===== src/hdl/hcp_pkg.sv =====
// Constants for the host controller configuration header slice
package hcp_pkg;
  localparam logic [7:0]  OFS_CLASS          = 8'h08;
  localparam logic [7:0]  OFS_TENURE         = 8'h0C;
  localparam logic [7:0]  OFS_HEADER         = 8'h0E;
  localparam logic [7:0]  OFS_BASE           = 8'h10;
  localparam logic [7:0]  FUNCTION_CATEGORY  = 8'h0C;
  localparam logic [7:0]  SUBCLASS_CODE      = 8'h00;
  localparam logic [7:0]  PROG_MODEL_CODE    = 8'h10;
  localparam logic [7:0]  SELF_TEST_VALUE    = 8'h00;
  localparam logic [7:0]  HEADER_LAYOUT      = 8'h00;
  localparam logic [7:0]  TENURE_RESET       = 8'h00;
  localparam logic [7:0]  LINE_RESET         = 8'h00;
  localparam int          WIN_LSB            = 11;
  localparam int          BASE_W             = 32 - WIN_LSB;
  localparam logic [20:0] BASE_RESET         = 21'h000000;
  localparam logic [10:0] BASE_LOW_BITS      = 11'h000;
  localparam int          TENURE_MSB         = 15;
  localparam int          TENURE_LSB         = 8;
  localparam int          LINE_MSB           = 7;
  localparam int          LINE_LSB           = 0;
  localparam logic [3:0]  CMD_MEM_READ_MULT  = 4'hC;
  localparam logic [3:0]  CMD_MEM_READ_LINE  = 4'hE;
  localparam logic [3:0]  CMD_MEM_WRITE_INV  = 4'hF;
endpackage


===== src/hdl/hcp_tenure_counter.sv =====
// Bus tenure counter for initiator transactions
`timescale 1ns/10ps
module hcp_tenure_counter
  import hcp_pkg::*;
#(
  parameter int CNT_W = 8
) (
  input  wire logic             clk_i,
  input  wire logic             rst_i,
  input  wire logic [CNT_W-1:0] limit_i,
  input  wire logic             frame_start_i,
  input  wire logic             xfer_active_i,
  input  wire logic             gnt_n_i,
  output logic                  expired_o,
  output logic                  tenure_stop_o
);
  if (CNT_W < 8) begin : g_bad_width
    $error("tenure counter narrower than the limit field");
  end

  logic [CNT_W-1:0] count;
  logic [CNT_W-1:0] next_count;
  logic             running;
  logic             next_running;

  always_comb begin
    next_count   = count;
    next_running = running;
    if (frame_start_i) begin
      next_count   = '0;
      next_running = 1'b1;
    end else if (!xfer_active_i) begin
      next_running = 1'b0;
    end else if (running && (count < limit_i)) begin
      next_count = count + 1'b1;
    end
  end

  always_ff @(posedge clk_i) begin
    if (rst_i) begin
      count   <= '0;
      running <= 1'b0;
    end else begin
      count   <= next_count;
      running <= next_running;
    end
  end

  assign expired_o     = running && (count >= limit_i);
  assign tenure_stop_o = expired_o && xfer_active_i && gnt_n_i;
endmodule


===== src/hdl/hcp_window_decode.sv =====
// Register window claim decoder for memory cycles
`timescale 1ns/10ps
module hcp_window_decode
  import hcp_pkg::*;
(
  input  wire logic [31:0]       mem_addr_i,
  input  wire logic              mem_req_i,
  input  wire logic              mem_enable_i,
  input  wire logic [BASE_W-1:0] base_i,
  output logic                   mem_hit_o
);
  assign mem_hit_o = mem_req_i && mem_enable_i &&
                     (mem_addr_i[31:WIN_LSB] == base_i);

  a_claim_gated: assert final (!(mem_hit_o && !mem_enable_i))
    else $error("window claimed with memory response disabled");
endmodule


===== src/hdl/hcp_config_header.sv =====
// Configuration header slice: class, tenure/line, header, window base
`timescale 1ns/10ps
module hcp_config_header
  import hcp_pkg::*;
#(
  parameter logic [7:0] SILICON_REVISION = 8'hA5  // Arbitrary value
) (
  input  wire logic        clk_i,
  input  wire logic        rst_i,
  input  wire logic        cfg_req_i,
  input  wire logic        cfg_we_i,
  input  wire logic [7:0]  cfg_addr_i,
  input  wire logic [3:0]  cfg_be_i,
  input  wire logic [31:0] cfg_wdata_i,
  output logic [31:0]      cfg_rdata_o,
  output logic             cfg_ack_o,
  input  wire logic        memory_response_enable_i,
  input  wire logic        mem_req_i,
  input  wire logic [31:0] mem_addr_i,
  output logic             mem_hit_o,
  input  wire logic        frame_start_i,
  input  wire logic        xfer_active_i,
  input  wire logic        gnt_n_i,
  input  wire logic [3:0]  init_cmd_i,
  output logic             tenure_expired_o,
  output logic             tenure_stop_o,
  output logic [7:0]       line_length_setting_o,
  output logic [7:0]       line_length_use_o,
  output logic [31:0]      window_base_pointer_o
);
  localparam logic [31:0] CLASS_WORD = {FUNCTION_CATEGORY, SUBCLASS_CODE,
                                        PROG_MODEL_CODE, SILICON_REVISION};

  logic [7:0]        tenure_limit;
  logic [7:0]        next_tenure_limit;
  logic [7:0]        line_length;
  logic [7:0]        next_line_length;
  logic [BASE_W-1:0] window_base;
  logic [BASE_W-1:0] next_window_base;
  logic [31:0]       rdata;
  logic [31:0]       next_rdata;
  logic              ack;
  logic              next_ack;
  logic [31:0]       base_word;
  logic [31:0]       base_merge;
  logic [31:0]       tenure_word;
  logic              wr_hit;
  logic              rd_hit;

  // Offset 0Eh lives in the upper half of the 0Ch dword
  assign tenure_word = {SELF_TEST_VALUE, HEADER_LAYOUT,
                        tenure_limit, line_length};
  // Low bits are hardwired zero: size, prefetch, type, space
  assign base_word   = {window_base, BASE_LOW_BITS};
  assign wr_hit      = cfg_req_i && cfg_we_i;
  assign rd_hit      = cfg_req_i && !cfg_we_i;

  // Byte-lane merge of a write into the base word
  always_comb begin
    base_merge = base_word;
    for (int b = 0; b < 4; b++) begin
      if (cfg_be_i[b]) begin
        base_merge[b*8 +: 8] = cfg_wdata_i[b*8 +: 8];
      end
    end
  end

  always_comb begin
    next_tenure_limit = tenure_limit;
    next_line_length  = line_length;
    next_window_base  = window_base;
    next_ack          = cfg_req_i;
    next_rdata        = 32'h00000000;
    if (wr_hit) begin
      unique case (cfg_addr_i)
        OFS_TENURE: begin
          if (cfg_be_i[1]) begin
            next_tenure_limit = cfg_wdata_i[TENURE_MSB:TENURE_LSB];
          end
          if (cfg_be_i[0]) begin
            next_line_length = cfg_wdata_i[LINE_MSB:LINE_LSB];
          end
        end
        OFS_BASE: begin
          next_window_base = base_merge[31:WIN_LSB];
        end
        default: begin
          next_window_base = window_base;
        end
      endcase
    end
    if (rd_hit) begin
      unique case (cfg_addr_i)
        OFS_CLASS:  next_rdata = CLASS_WORD;
        OFS_TENURE: next_rdata = tenure_word;
        OFS_BASE:   next_rdata = base_word;
        default:    next_rdata = 32'h00000000;
      endcase
    end
  end

  always_ff @(posedge clk_i) begin
    if (rst_i) begin
      tenure_limit <= TENURE_RESET;
      line_length  <= LINE_RESET;
      window_base  <= BASE_RESET;
      rdata        <= 32'h00000000;
      ack          <= 1'b0;
    end else begin
      tenure_limit <= next_tenure_limit;
      line_length  <= next_line_length;
      window_base  <= next_window_base;
      rdata        <= next_rdata;
      ack          <= next_ack;
    end
  end

  assign cfg_rdata_o           = rdata;
  assign cfg_ack_o             = ack;
  assign line_length_setting_o = line_length;
  assign window_base_pointer_o = base_word;

  // Line length only steers the three line-oriented commands
  always_comb begin
    line_length_use_o = 8'h00;
    if ((init_cmd_i == CMD_MEM_WRITE_INV) ||
        (init_cmd_i == CMD_MEM_READ_LINE) ||
        (init_cmd_i == CMD_MEM_READ_MULT)) begin
      line_length_use_o = line_length;
    end
  end

  hcp_tenure_counter #(
    .CNT_W         (8)
  ) u_tenure (
    .clk_i         (clk_i),
    .rst_i         (rst_i),
    .limit_i       (tenure_limit),
    .frame_start_i (frame_start_i),
    .xfer_active_i (xfer_active_i),
    .gnt_n_i       (gnt_n_i),
    .expired_o     (tenure_expired_o),
    .tenure_stop_o (tenure_stop_o)
  );

  hcp_window_decode u_decode (
    .mem_addr_i   (mem_addr_i),
    .mem_req_i    (mem_req_i),
    .mem_enable_i (memory_response_enable_i),
    .base_i       (window_base),
    .mem_hit_o    (mem_hit_o)
  );
endmodule


===== config.mk =====
export PLATFORM = sky130hd
export DESIGN_NAME = hcp_config_header
export DESIGN_NICKNAME = d
export VERILOG_FILES = /design/src/hdl/hcp_pkg.sv /design/src/hdl/hcp_tenure_counter.sv /design/src/hdl/hcp_window_decode.sv /design/src/hdl/hcp_config_header.sv
export SDC_FILE = /design/constraint.sdc
export NUM_CORES = 1
export LEC_CHECK = 0
export ABC_AREA = 1
export BUFFER_PORTS_ARGS = -buffer_cell sky130_fd_sc_hd__buf_2
export CAP_MARGIN = 20
export CORE_MARGIN = 2
export CORE_UTILIZATION = 46
export DETAILED_ROUTE_END_ITERATION = 16
export PLACE_DENSITY = 0.8
export SYNTH_ARGS = -nofsm -noshare
export SYNTH_HDL_FRONTEND = slang
export SYNTH_SLANG_ARGS = --single-unit

===== constraint.sdc =====
create_clock -name clk_i -period 2.3 [get_ports clk_i]
set_input_delay 0.115 -clock clk_i [delete_from_list [all_inputs] [get_ports clk_i]]
set_output_delay 0.115 -clock clk_i [all_outputs]
set_load 0.03 [all_outputs]

# == After elaboration in Yosys (flattened, before gate mapping) ==
# Cells that the tools add are included.
# op_classes
n_lt_le_gt_ge,2
n_bitwise,1
reduce_logical,19
n_addsub,1
n_eq_ne,8
n_mux,4
# op_table
operator,count
$pmux 32 s3,1
$eq 21x21->1,1
$eq 8x4->1 const B,2
$reduce_and 3->1,5
$eq 4x4->1 const B,3
$add 8x1->8 const B,1
$eq 8x5->1 const B,1
$ge 8x8->1,1
$logic_and 1x1->1,8
$lt 8x8->1,1
$mux 8,1
$reduce_or 2->1,2
$logic_or 1x1->1,2
$mux 1,2
$ne 2x2->1 const B,1
$reduce_and 2->1,1
$logic_not 1->1,1
$not 1->1,1
# totals
output_inout_bits,84
input_bits,89
regBits,79
wordCells,44

# == Logic depth before layout (Yosys ltp) ==
# Gate-level depths: netlist of the first run.
# logic_depth
word_depth,4
mapped_depth,11
ltp_nobuf,11

# == Hierarchy ==
# From an unflattened synthesis of the first run, not the netlist that was laid out.
# unflattened
hier_cells,627
area_unflattened_um2,4092.7
# by_module_without_submodules
mod,cells_per_inst,area_each_um2,n_inst,seq_area_each_um2
hcp_config_header,412,2941.6,1,1401.3
hcp_tenure_counter,115,753.2,1,180.2
hcp_window_decode,100,397.9,1,0.0

# == Worst setup path before layout of the first run ==
# No wires, ideal clock.
# synth_path
path_type,flip-flop to flip-flop
start,register tenure_limit[7]
end,register u_tenure.count[7]
path_stages_with_launch,8
t_required_ns,2.177
period_less_slack_ns,1.599
slack_ns,0.701
arrival_time_ns,1.476
setup_time_ns,0.123
n_path_buf,0
cell_sequence,dfxtp_1 -> inv_1 -> ha_1 -> a21o_1 -> nor2_2 -> nand3_1 -> nand2_1 -> a21oi_1
# synth_via
elab_chain_cells,3
# synth_rtl
item,line,rtl
from (decl),hcp_config_header.sv:34,logic [7:0] tenure_limit;
from (signal assigned),hcp_config_header.sv:110,tenure_limit <= next_tenure_limit;
$lt 8x8->1,hcp_tenure_counter.sv:34,end else if (running && (count < limit_i)) begin
$logic_and 1x1->1,hcp_tenure_counter.sv:34,
$reduce_and 2->1 (no line),--,
to (signal assigned),hcp_tenure_counter.sv:44,count <= next_count;
to (decl),hcp_tenure_counter.sv:21,logic [CNT_W-1:0] count;
# No other way between the ends.
# A chain may end at the register's enable or synchronous reset.

# == Final worst setup path of the first run ==
# layout_path
start,register u_tenure.count[2]
end,output tenure_stop_o
# layout_via
elab_chain_cells,4
# layout_rtl
item,line,rtl
$ge 8x8->1,hcp_tenure_counter.sv:49,assign expired_o = running && (count >= limit_i);
$logic_and 1x1->1,hcp_tenure_counter.sv:49,
$logic_and 1x1->1 (2 in series),hcp_tenure_counter.sv:50,assign tenure_stop_o = expired_o && xfer_active_i && gnt_n_i;
to (decl),hcp_config_header.sv:26,"output logic tenure_stop_o,"
# No other way between the ends.

==> results.sh, run 1 <==
export IMPL_synth_area_um2=3520
export IMPL_worstPathMaxFanout=10
export IMPL_grt_pass1_wl_mm=16.5
export IMPL_drc_errors=0
export IMPL_hold_viol_final=0
export IMPL_p_leak_nw=2.37
export IMPL_antenna_found_initial=0
export IMPL_switching_power_uw=636
export IMPL_power_density_nw_per_um2=532
export IMPL_gr_usage_all_layers_pct=24.2
export IMPL_cts_tree="yes"
export IMPL_fin_skew_ps=6.80
export IMPL_synthCells=474
export IMPL_cts_clk_slew_worst_paths_ps=80
export IMPL_stdcell_area_um2=4750
export IMPL_die_y_um=91.5
export IMPL_path_class="flip-flop to primary output"
export IMPL_clkSinkCount=79
export IMPL_layout_common_cells="buf_2 (150), nor2_1 (81), nand2_1 (81), dfxtp_1 (79), inv_1 (60)"
export IMPL_seqPwrFrac_pct=54.2
export IMPL_layout_cells_most_common="buf_2"
export IMPL_setup_viol=0
export IMPL_pwr_share_clk_pct=37.5
export IMPL_p_total_mw=2.53
export IMPL_dp_hpwl_mm=7.25
export IMPL_gp_congestion=0.810
export IMPL_postPlaceCellArea_um2=4320
export IMPL_wl_mm=9.98
export IMPL_rsz0062_at_grt="false"
export IMPL_drt_iter0_drc=329
export IMPL_relSlewSlack_pct=55.9
export IMPL_ys_ff_latch=79
export IMPL_crit_path_end_kind="primary output"
export IMPL_drtPass1Iterations=5
export IMPL_yosys_top_cells_area="dfxtp_1 (45%), nand2_1 (8.7%), nor2_1 (8.6%)"
export IMPL_worstPathRequired_ps=2180
export IMPL_cts_buffers=9
export IMPL_syn2layout_area_growth_pct=34.9
export IMPL_internal_power_mw=1.89
export IMPL_clk_path_buf_depth=2
export IMPL_row_count=31
export IMPL_yosysUniqueCellTypes=31
export IMPL_timing_final_crit_share_pct=91.7
export IMPL_maxCapViolCount=0
export IMPL_viasPerCell=4.87
export IMPL_coreArea_um2=7330
export IMPL_vias=3678
export IMPL_avgSynthCellArea_um2=7.43
export IMPL_place_inst=715
export IMPL_post_route_min_period_ps=2110
export IMPL_synth_top_area_share_pct=44.9
export IMPL_numPortBuffers=150
export IMPL_drv_slew=0
export IMPL_combPwrFrac_pct=8.3
export IMPL_die_area_um2=8370
export IMPL_holdWs_ps=4.14
export IMPL_final_cells=755
export IMPL_grt_overflow=0
export IMPL_io_pin_count=173
export IMPL_min_path_type="input port to flip-flop"
export IMPL_status="complete, no violations"
export IMPL_avgRoutedWirePerCell_um=13.2
export IMPL_grt_pass1_vias=3668
export IMPL_grt_start_max_net_pins=23
export IMPL_worstPathArrival_ps=1990
export IMPL_swShare_pct=25.2
export IMPL_ir_worst_vdd_uv=449
export IMPL_synth_warnings=0
export IMPL_drive_gt1_share_pct=28.4
export IMPL_htreeDepth=3
export IMPL_antenna_left=0
export IMPL_root_buffer="clkbuf_8"
export IMPL_clk_latency_ps=350
export IMPL_fin_setup_tns_ps=0
export IMPL_start_kind="flip-flop"
export IMPL_nNetsFinal=749
export IMPL_nFillCells=610
export IMPL_yosys_area_top_type="dfxtp_1"
export IMPL_fmax_ghz=0.474
export IMPL_worstMarginPinSlew_ps=659
export IMPL_antenna_cells=0
export IMPL_start_util_pct=48.0
export IMPL_ys_seq_area_share_pct=44.9
export IMPL_chipWidth_um=91.5
[final cells by class]
type	instances	area [um2]	share of cell area, %
timing repair buffer	178	1020	21.5
tap	99	124	2.61
clock buffer	10	138	2.90
multi-input combinational	318	1600	33.6
inverter	65	244	5.14
sequential	79	1580	33.3
clock inverter	6	43.8	0.922
[per-stage QoR]
step,util (%),worst slack [ps]
5_1_grt,64.8,27.8
4_1_cts,64.7,76.8
3_5_place_dp,58.9,402
2_1_floorplan,-,701
6_report,64.8,191
3_3_place_gp,58.9,492
[worst max-delay path, cell delays in order, from the launching register on]
cell	delay, ps
dfxtp_1	500
ha_1	290
nand2_1	60
inv_1	50
nand2_1	60
nand2_1	60
nand2_2	170
nand3_1	150
nand3_1	90
inv_1	40
buf_2	170
[flip-flops by register name, indices dropped and copies added, names as in the netlist]
name / flops
tenure_limit: 8
u_tenure.running: 1
window_base: 21
cfg_ack_o: 1
u_tenure.count: 8
line_length_setting_o: 8
cfg_rdata_o: 32
[final timing paths]
kind                            cells after the start                      startpoint  slack (ps)                        endpoint
worst max-delay path                               10  u_tenure.count[2]$_SDFFE_PP0P_         190                   tenure_stop_o
worst min-delay path                                3                       cfg_req_i           4            cfg_ack_o$_SDFF_PP0_
worst max register to register                      7    tenure_limit[7]$_SDFFE_PP0P_         480  u_tenure.count[5]$_SDFFE_PP0P_
worst min register to register                      2    tenure_limit[4]$_SDFFE_PP0P_         490    tenure_limit[4]$_SDFFE_PP0P_
[timing repair]
item	4_1_cts	5_1_grt
hold buffers	24	0
hold endpoints to repair	24	0
resized for setup	0	2
endpoints found under the setup margin	0	2
buffers inserted	0	0
[layer usage]
layer	up-vias	GRT usage, %	part of all wire [%]
li1	1844	-	-
met1	1632	27.5	39
met5	-	0	0
met4	0	9.72	2.5
met3	26	6.22	9.1
met2	176	43.0	49
[synthesized netlist by cell type, drive strengths merged]
cell	count
a21oi	36
o21a	16
nand4	10
dfxtp	79
nor2	83
xor2	5
a22o	2
o21ai	27
xnor2	2
nand2	83
clkbuf	5
nor3	7
inv	65
o22ai	4
o211ai	2
conb	1
ha	9
buf	17
a21o	1
nand3	18
o21bai	2
[logic make-up (layout without fill, tap and decap cells)]
family	after synthesis	after routing	share of synthesized area [%]
simple gates	201	201	24.2
xor+xnor	7	7	1.74
flops	79	79	44.9
fa+ha+maj	9	9	3.20
buf+inv	87	259	11.0
compound gates	90	90	14.9
other cells	1	11	0.107
[power by group through the flow]
stage / registers, mW / logic [mW] / clock network, mW
floorplan: 1.40 / 0.0928 / 0
global placement: 1.40 / 0.170 / 0
detailed placement: 1.40 / 0.173 / 0
CTS: 1.37 / 0.205 / 0.967
global route: 1.37 / 0.228 / 1.02
finish: 1.37 / 0.208 / 0.947
Power figures use the tool's default switching activity.
==> run 2, diff against run 1 <==
CAP_MARGIN = default   (was 20)
CORE_ASPECT_RATIO = 1.25   (was default)
CORE_UTILIZATION = 40   (was 46)
PLACE_DENSITY = 0.71   (was 0.8)
==> results.sh, run 2 (synthesized netlist as in run 1, its figures left out) <==
export IMPL_crit_path_end_kind="primary output"
export IMPL_htreeDepth=3
export IMPL_numPortBuffers=150
export IMPL_worst_path_most_repeated_cell="nand2_1"
export IMPL_drt_iter0_drc=201
export IMPL_post_route_min_period_ps=2100
export IMPL_swShare_pct=25.9
export IMPL_relSlewSlack_pct=56.3
export IMPL_coreArea_um2=8610
export IMPL_final_core_util_pct=55.4
export IMPL_worstPathRequired_ps=2180
export IMPL_r2r_slack_ps=470
export IMPL_ir_worst_vdd_uv=323
export IMPL_row_count=38
export IMPL_rr_worst_depth=9
export IMPL_layout_cells_most_common="buf_2"
export IMPL_fin_skew_ps=6.84
export IMPL_clkSinkCount=79
export IMPL_crit_path_cell_trace="ha_1, nand2_1, inv_1, nand2_1, nand2_1, nand2_2, nand3_1, nand3_1, inv_1, buf_2"
export IMPL_clk_path_buf_depth=2
export IMPL_timing_final_crit_share_pct=91.2
export IMPL_fin_setup_tns_ps=0
export IMPL_cts_tree="yes"
export IMPL_cts_buffers=9
export IMPL_nFillCells=817
export IMPL_status="complete, no violations"
export IMPL_pwr_share_clk_pct=37.3
export IMPL_holdPathStages=3
export IMPL_worstPathArrival_ps=1980
export IMPL_maxCapViolCount=0
export IMPL_syn2layout_area_growth_pct=35.4
export IMPL_grt_start_max_net_pins=23
export IMPL_r2r_start="u_tenure.count[2]$_SDFFE_PP0P_"
export IMPL_grt_pass1_vias=3397
export IMPL_layout_common_cells="buf_2 (150), nor2_1 (81), nand2_1 (81), dfxtp_1 (79), inv_1 (60)"
export IMPL_io_pin_count=173
export IMPL_antenna_left=0
export IMPL_drv_slew=0
export IMPL_worstMarginPinSlew_ps=653
export IMPL_path_class="flip-flop to primary output"
export IMPL_worstPathMaxFanout=10
export IMPL_die_area_um2=9570
export IMPL_chipWidth_um=87.9
export IMPL_switching_power_uw=651
export IMPL_slowest_delay_ps=490
export IMPL_dp_hpwl_mm=7.36
export IMPL_largest_reg_flops=32
export IMPL_start_util_pct=40.9
export IMPL_cp_endpoint="tenure_stop_o"
export IMPL_power_density_nw_per_um2=528
export IMPL_seqPwrFrac_pct=54.5
export IMPL_root_buffer="clkbuf_8"
export IMPL_gr_usage_all_layers_pct=20.7
export IMPL_internal_power_mw=1.86
export IMPL_vias=3686
export IMPL_die_y_um=109
export IMPL_fin_ws_ps=203
export IMPL_drive_gt1_share_pct=28.2
export IMPL_clk_latency_ps=360
export IMPL_grt_overflow=0
export IMPL_nNetsFinal=749
export IMPL_regArea_um2=1580
export IMPL_min_path_type="input port to flip-flop"
export IMPL_p_leak_nw=2.36
export IMPL_antenna_found_initial=0
export IMPL_gp_congestion=0.866
export IMPL_combPwrFrac_pct=8.2
export IMPL_start_kind="flip-flop"
export IMPL_hold_viol_final=0
export IMPL_grt_pass1_wl_mm=15.4
export IMPL_critPathLaunch="u_tenure.count[2]$_SDFFE_PP0P_"
export IMPL_viasPerCell=4.75
export IMPL_crit_slowest_cell="dfxtp_1"
export IMPL_post_place_ws_ps=422
export IMPL_antenna_cells=0
export IMPL_fmax_ghz=0.477
export IMPL_rsz0062_at_grt="false"
export IMPL_drtPass1Iterations=5
export IMPL_setup_viol=0
export IMPL_wl_mm=9.83
export IMPL_cts_clk_slew_worst_paths_ps=80
export IMPL_drc_errors=0
export IMPL_multiInputGateArea_um2=1590
export IMPL_r2r_end="u_tenure.count[2]$_SDFFE_PP0P_"
export IMPL_avgRoutedWirePerCell_um=12.7
run 2: what timing repair did:
item | 4_1_cts | 5_1_grt
setup endpoints to repair | 0 | 2
hold endpoints to repair | 25 | 0
hold buffers | 25 | 0
setup buffers | 0 | 0
gates resized for setup | 0 | 1
run 2: final cells by class:
| class | instances | share of cell area (%) |
|---|---|---|
| repair buffers | 178 | 21.5 |
| flip-flops and latches | 79 | 33.2 |
| well taps | 120 | 3.15 |
| clock buffers | 9 | 2.60 |
| multi-input cells | 318 | 33.4 |
| inverters | 65 | 5.12 |
| clock inverters | 7 | 1.10 |
run 2: how the worst min path moves through the flow:
stage	startpoint	end	slack (ps)
2_1_floorplan	frame_start_i	u_tenure.running$_SDFFE_PP0P_	240
3_3_place_gp	cfg_wdata_i[20]	window_base[9]$_SDFFE_PP0P_	320
3_5_place_dp	cfg_wdata_i[19]	window_base[8]$_SDFFE_PP0P_	330
4_1_cts	cfg_wdata_i[14]	tenure_limit[6]$_SDFFE_PP0P_	20
5_1_grt	cfg_req_i	cfg_ack_o$_SDFF_PP0_	40
6_report	cfg_wdata_i[14]	tenure_limit[6]$_SDFFE_PP0P_	30
run 2: per-layer routing:
metal  vias to the layer above  track usage (%)  part of all wire [%]
li1                       1847                -                     -
met1                      1668             22.9                    40
met2                       151             36.5                    51
met3                        20             6.06                   7.2
met4                         0             8.68                   2.4
met5                         -                0                     0
run 2: power by group through the flow:
stage	combinational [mW]	clock, mW	sequential (mW)
6_report	0.207	0.939	1.37
5_1_grt	0.228	1.02	1.37
4_1_cts	0.205	0.966	1.37
3_5_place_dp	0.173	0	1.40
3_3_place_gp	0.169	0	1.40
2_1_floorplan	0.0928	0	1.40
run 2: metrics by stage:
| step | instances | cell area, um2 | hold WS, ps | total power, mW |
|---|---|---|---|---|
| after global routing | 776 | 4770 | 35.9 | 2.62 |
| after floorplan | 484 | 3560 | 236 | 1.50 |
| final | 776 | 4770 | 26.3 | 2.52 |
| after detailed placement | 735 | 4340 | 327 | 1.57 |
| after CTS | 776 | 4760 | 15.5 | 2.54 |
| after global placement | 735 | 4340 | 323 | 1.57 |
run 2: critical path: cells and delay by family, from the launching register on:
family                     cells  cell delay (ps)
DFF                            1              490
and+or+nand+nor                6              590
adders and majority gates      1              290
buffers and inverters          3              260
==> run 3, diff against run 2 <==
CELL_PAD_IN_SITES_DETAIL_PLACEMENT = 0   (was default)
CELL_PAD_IN_SITES_GLOBAL_PLACEMENT = 1   (was default)
CORE_UTILIZATION = 31   (was 40)
PLACE_DENSITY = default   (was 0.71)
PLACE_DENSITY_LB_ADDON = 0.1   (was default)
RECOVER_POWER = 50   (was default)
SLEW_MARGIN = 20   (was default)
==> results.sh, run 3 (synthesized netlist as in run 1, its figures left out) <==
export IMPL_clkSinkCount=79
export IMPL_cts_buffers=9
export IMPL_post_cts_setup_buffers=0
export IMPL_worstMarginPinSlew_ps=1220
export IMPL_chipWidth_um=99.3
export IMPL_drc_errors=0
export IMPL_worstPathArrival_ps=1910
export IMPL_ir_worst_vdd_uv=321
export IMPL_cts_clk_slew_worst_paths_ps=60
export IMPL_coreArea_um2=11100
export IMPL_cts_tree="yes"
export IMPL_antenna_cells=0
export IMPL_die_area_um2=12200
export IMPL_start_util_pct=31.8
export IMPL_antenna_found_initial=0
export IMPL_maxCapViolCount=0
export IMPL_grt_overflow=0
export IMPL_r2r_slack_ps=510
export IMPL_wl_mm=10.1
export IMPL_numPortBuffers=150
export IMPL_clk_path_buf_depth=2
export IMPL_wl_met3_um=729
export IMPL_rsz0062_at_grt="false"
export IMPL_layout_common_cells="buf_2 (103), nand2_1 (82), nor2_1 (81), dfxtp_1 (79), inv_1 (60)"
export IMPL_drt_met1_wl_mm=4.17
export IMPL_largest_reg_flops=32
export IMPL_setup_viol=0
export IMPL_p_leak_nw=2.19
export IMPL_crit_path_end_kind="primary output"
export IMPL_viasPerCell=4.42
export IMPL_start_kind="flip-flop"
export IMPL_htreeDepth=3
export IMPL_place_inst=754
export IMPL_grt_pass1_vias=3405
export IMPL_root_buffer="clkbuf_16"
export IMPL_path_class="flip-flop to primary output"
export IMPL_drv_slew=0
export IMPL_syn2layout_area_growth_pct=35.6
export IMPL_gr_usage_all_layers_pct=17.0
export IMPL_grt_pass1_wl_mm=16.3
export IMPL_drt_iter0_drc=102
export IMPL_vias=3475
export IMPL_worstPathMaxFanout=6
export IMPL_final_cells=787
export IMPL_gp_congestion=0.752
export IMPL_wl_met2_mm=5.12
export IMPL_routed_top_layer="met4"
export IMPL_nNetsFinal=745
export IMPL_antenna_left=0
export IMPL_fmax_ghz=0.494
export IMPL_fin_setup_tns_ps=0
export IMPL_post_route_min_period_ps=2020
export IMPL_die_y_um=123
export IMPL_fin_skew_ps=3.98
export IMPL_drtPass1Iterations=4
export IMPL_timing_final_crit_share_pct=88.0
export IMPL_dp_hpwl_mm=7.77
export IMPL_hold_viol_final=0
export IMPL_status="complete, no violations"
export IMPL_row_count=43
export IMPL_layout_cells_most_common="buf_2"
export IMPL_relSlewSlack_pct=18.9
export IMPL_min_path_type="input port to flip-flop"
export IMPL_worstPathRequired_ps=2180
export IMPL_avgRoutedWirePerCell_um=12.9
export IMPL_clk_latency_ps=330
export IMPL_power_density_nw_per_um2=621
export IMPL_drive_gt1_share_pct=20.9
export IMPL_io_pin_count=173
export IMPL_grt_start_max_net_pins=23
run 3: through the flow:
step	power (mW)	hold WS (ps)	utilization (%)	setup slack, ps	area [um2]
2_1_floorplan	1.50	236	-	701	3560
3_3_place_gp	1.58	323	39.6	528	4390
3_5_place_dp	1.58	328	39.6	509	4390
5_1_grt	3.09	11.8	43.1	140	4770
4_1_cts	3.01	5.22	43.7	245	4850
6_report	2.96	10.7	43.1	276	4770
run 3: final cells by class:
type / instances / area, um2
multi-input cells: 318 / 1580
fillers: 1198 / 6310
repair buffers: 174 / 903
inverters: 65 / 244
clock buffers: 10 / 229
well taps: 135 / 169
clock inverters: 6 / 61.3
flip-flops and latches: 79 / 1580
run 3: worst paths after layout:
path                           startpoint                               endpoint  cells after the start
max          tenure_limit[7]$_SDFFE_PP0P_                          tenure_stop_o                      8
min                        cfg_wdata_i[5]  line_length_setting_o[5]$_SDFFE_PP0P_                      3
max reg2reg  tenure_limit[7]$_SDFFE_PP0P_         u_tenure.count[4]$_SDFFE_PP0P_                      7
min reg2reg  tenure_limit[0]$_SDFFE_PP0P_              cfg_rdata_o[8]$_SDFF_PP0_                      2
run 3: routing by layer:
metal,vias up,GRT usage [%]
met1,1531,19.3
li1,1834,-
met3,10,5.94
met4,0,5.39
met2,100,30.0
met5,-,0
run 3: what timing repair did:
item	in CTS	in global routing
hold buffers	17	0
endpoints found under the hold margin	17	0
gates resized for setup	0	0
run 3: report_power, final:
group | total, mW | switching, mW | internal, mW
clock | 1.40 | 0.560 | 0.837
combinational | 0.195 | 0.110 | 0.0852
sequential | 1.37 | 0.00100 | 1.37
run 3: worst max-delay path, cell delays in order (launching register included):
cell and delay, ps:
dfxtp_1 320, inv_1 60, ha_1 300, a21o_1 190
nor2_2 230, nand3_1 160, nand3_1 90, inv_1 40
buf_2 160
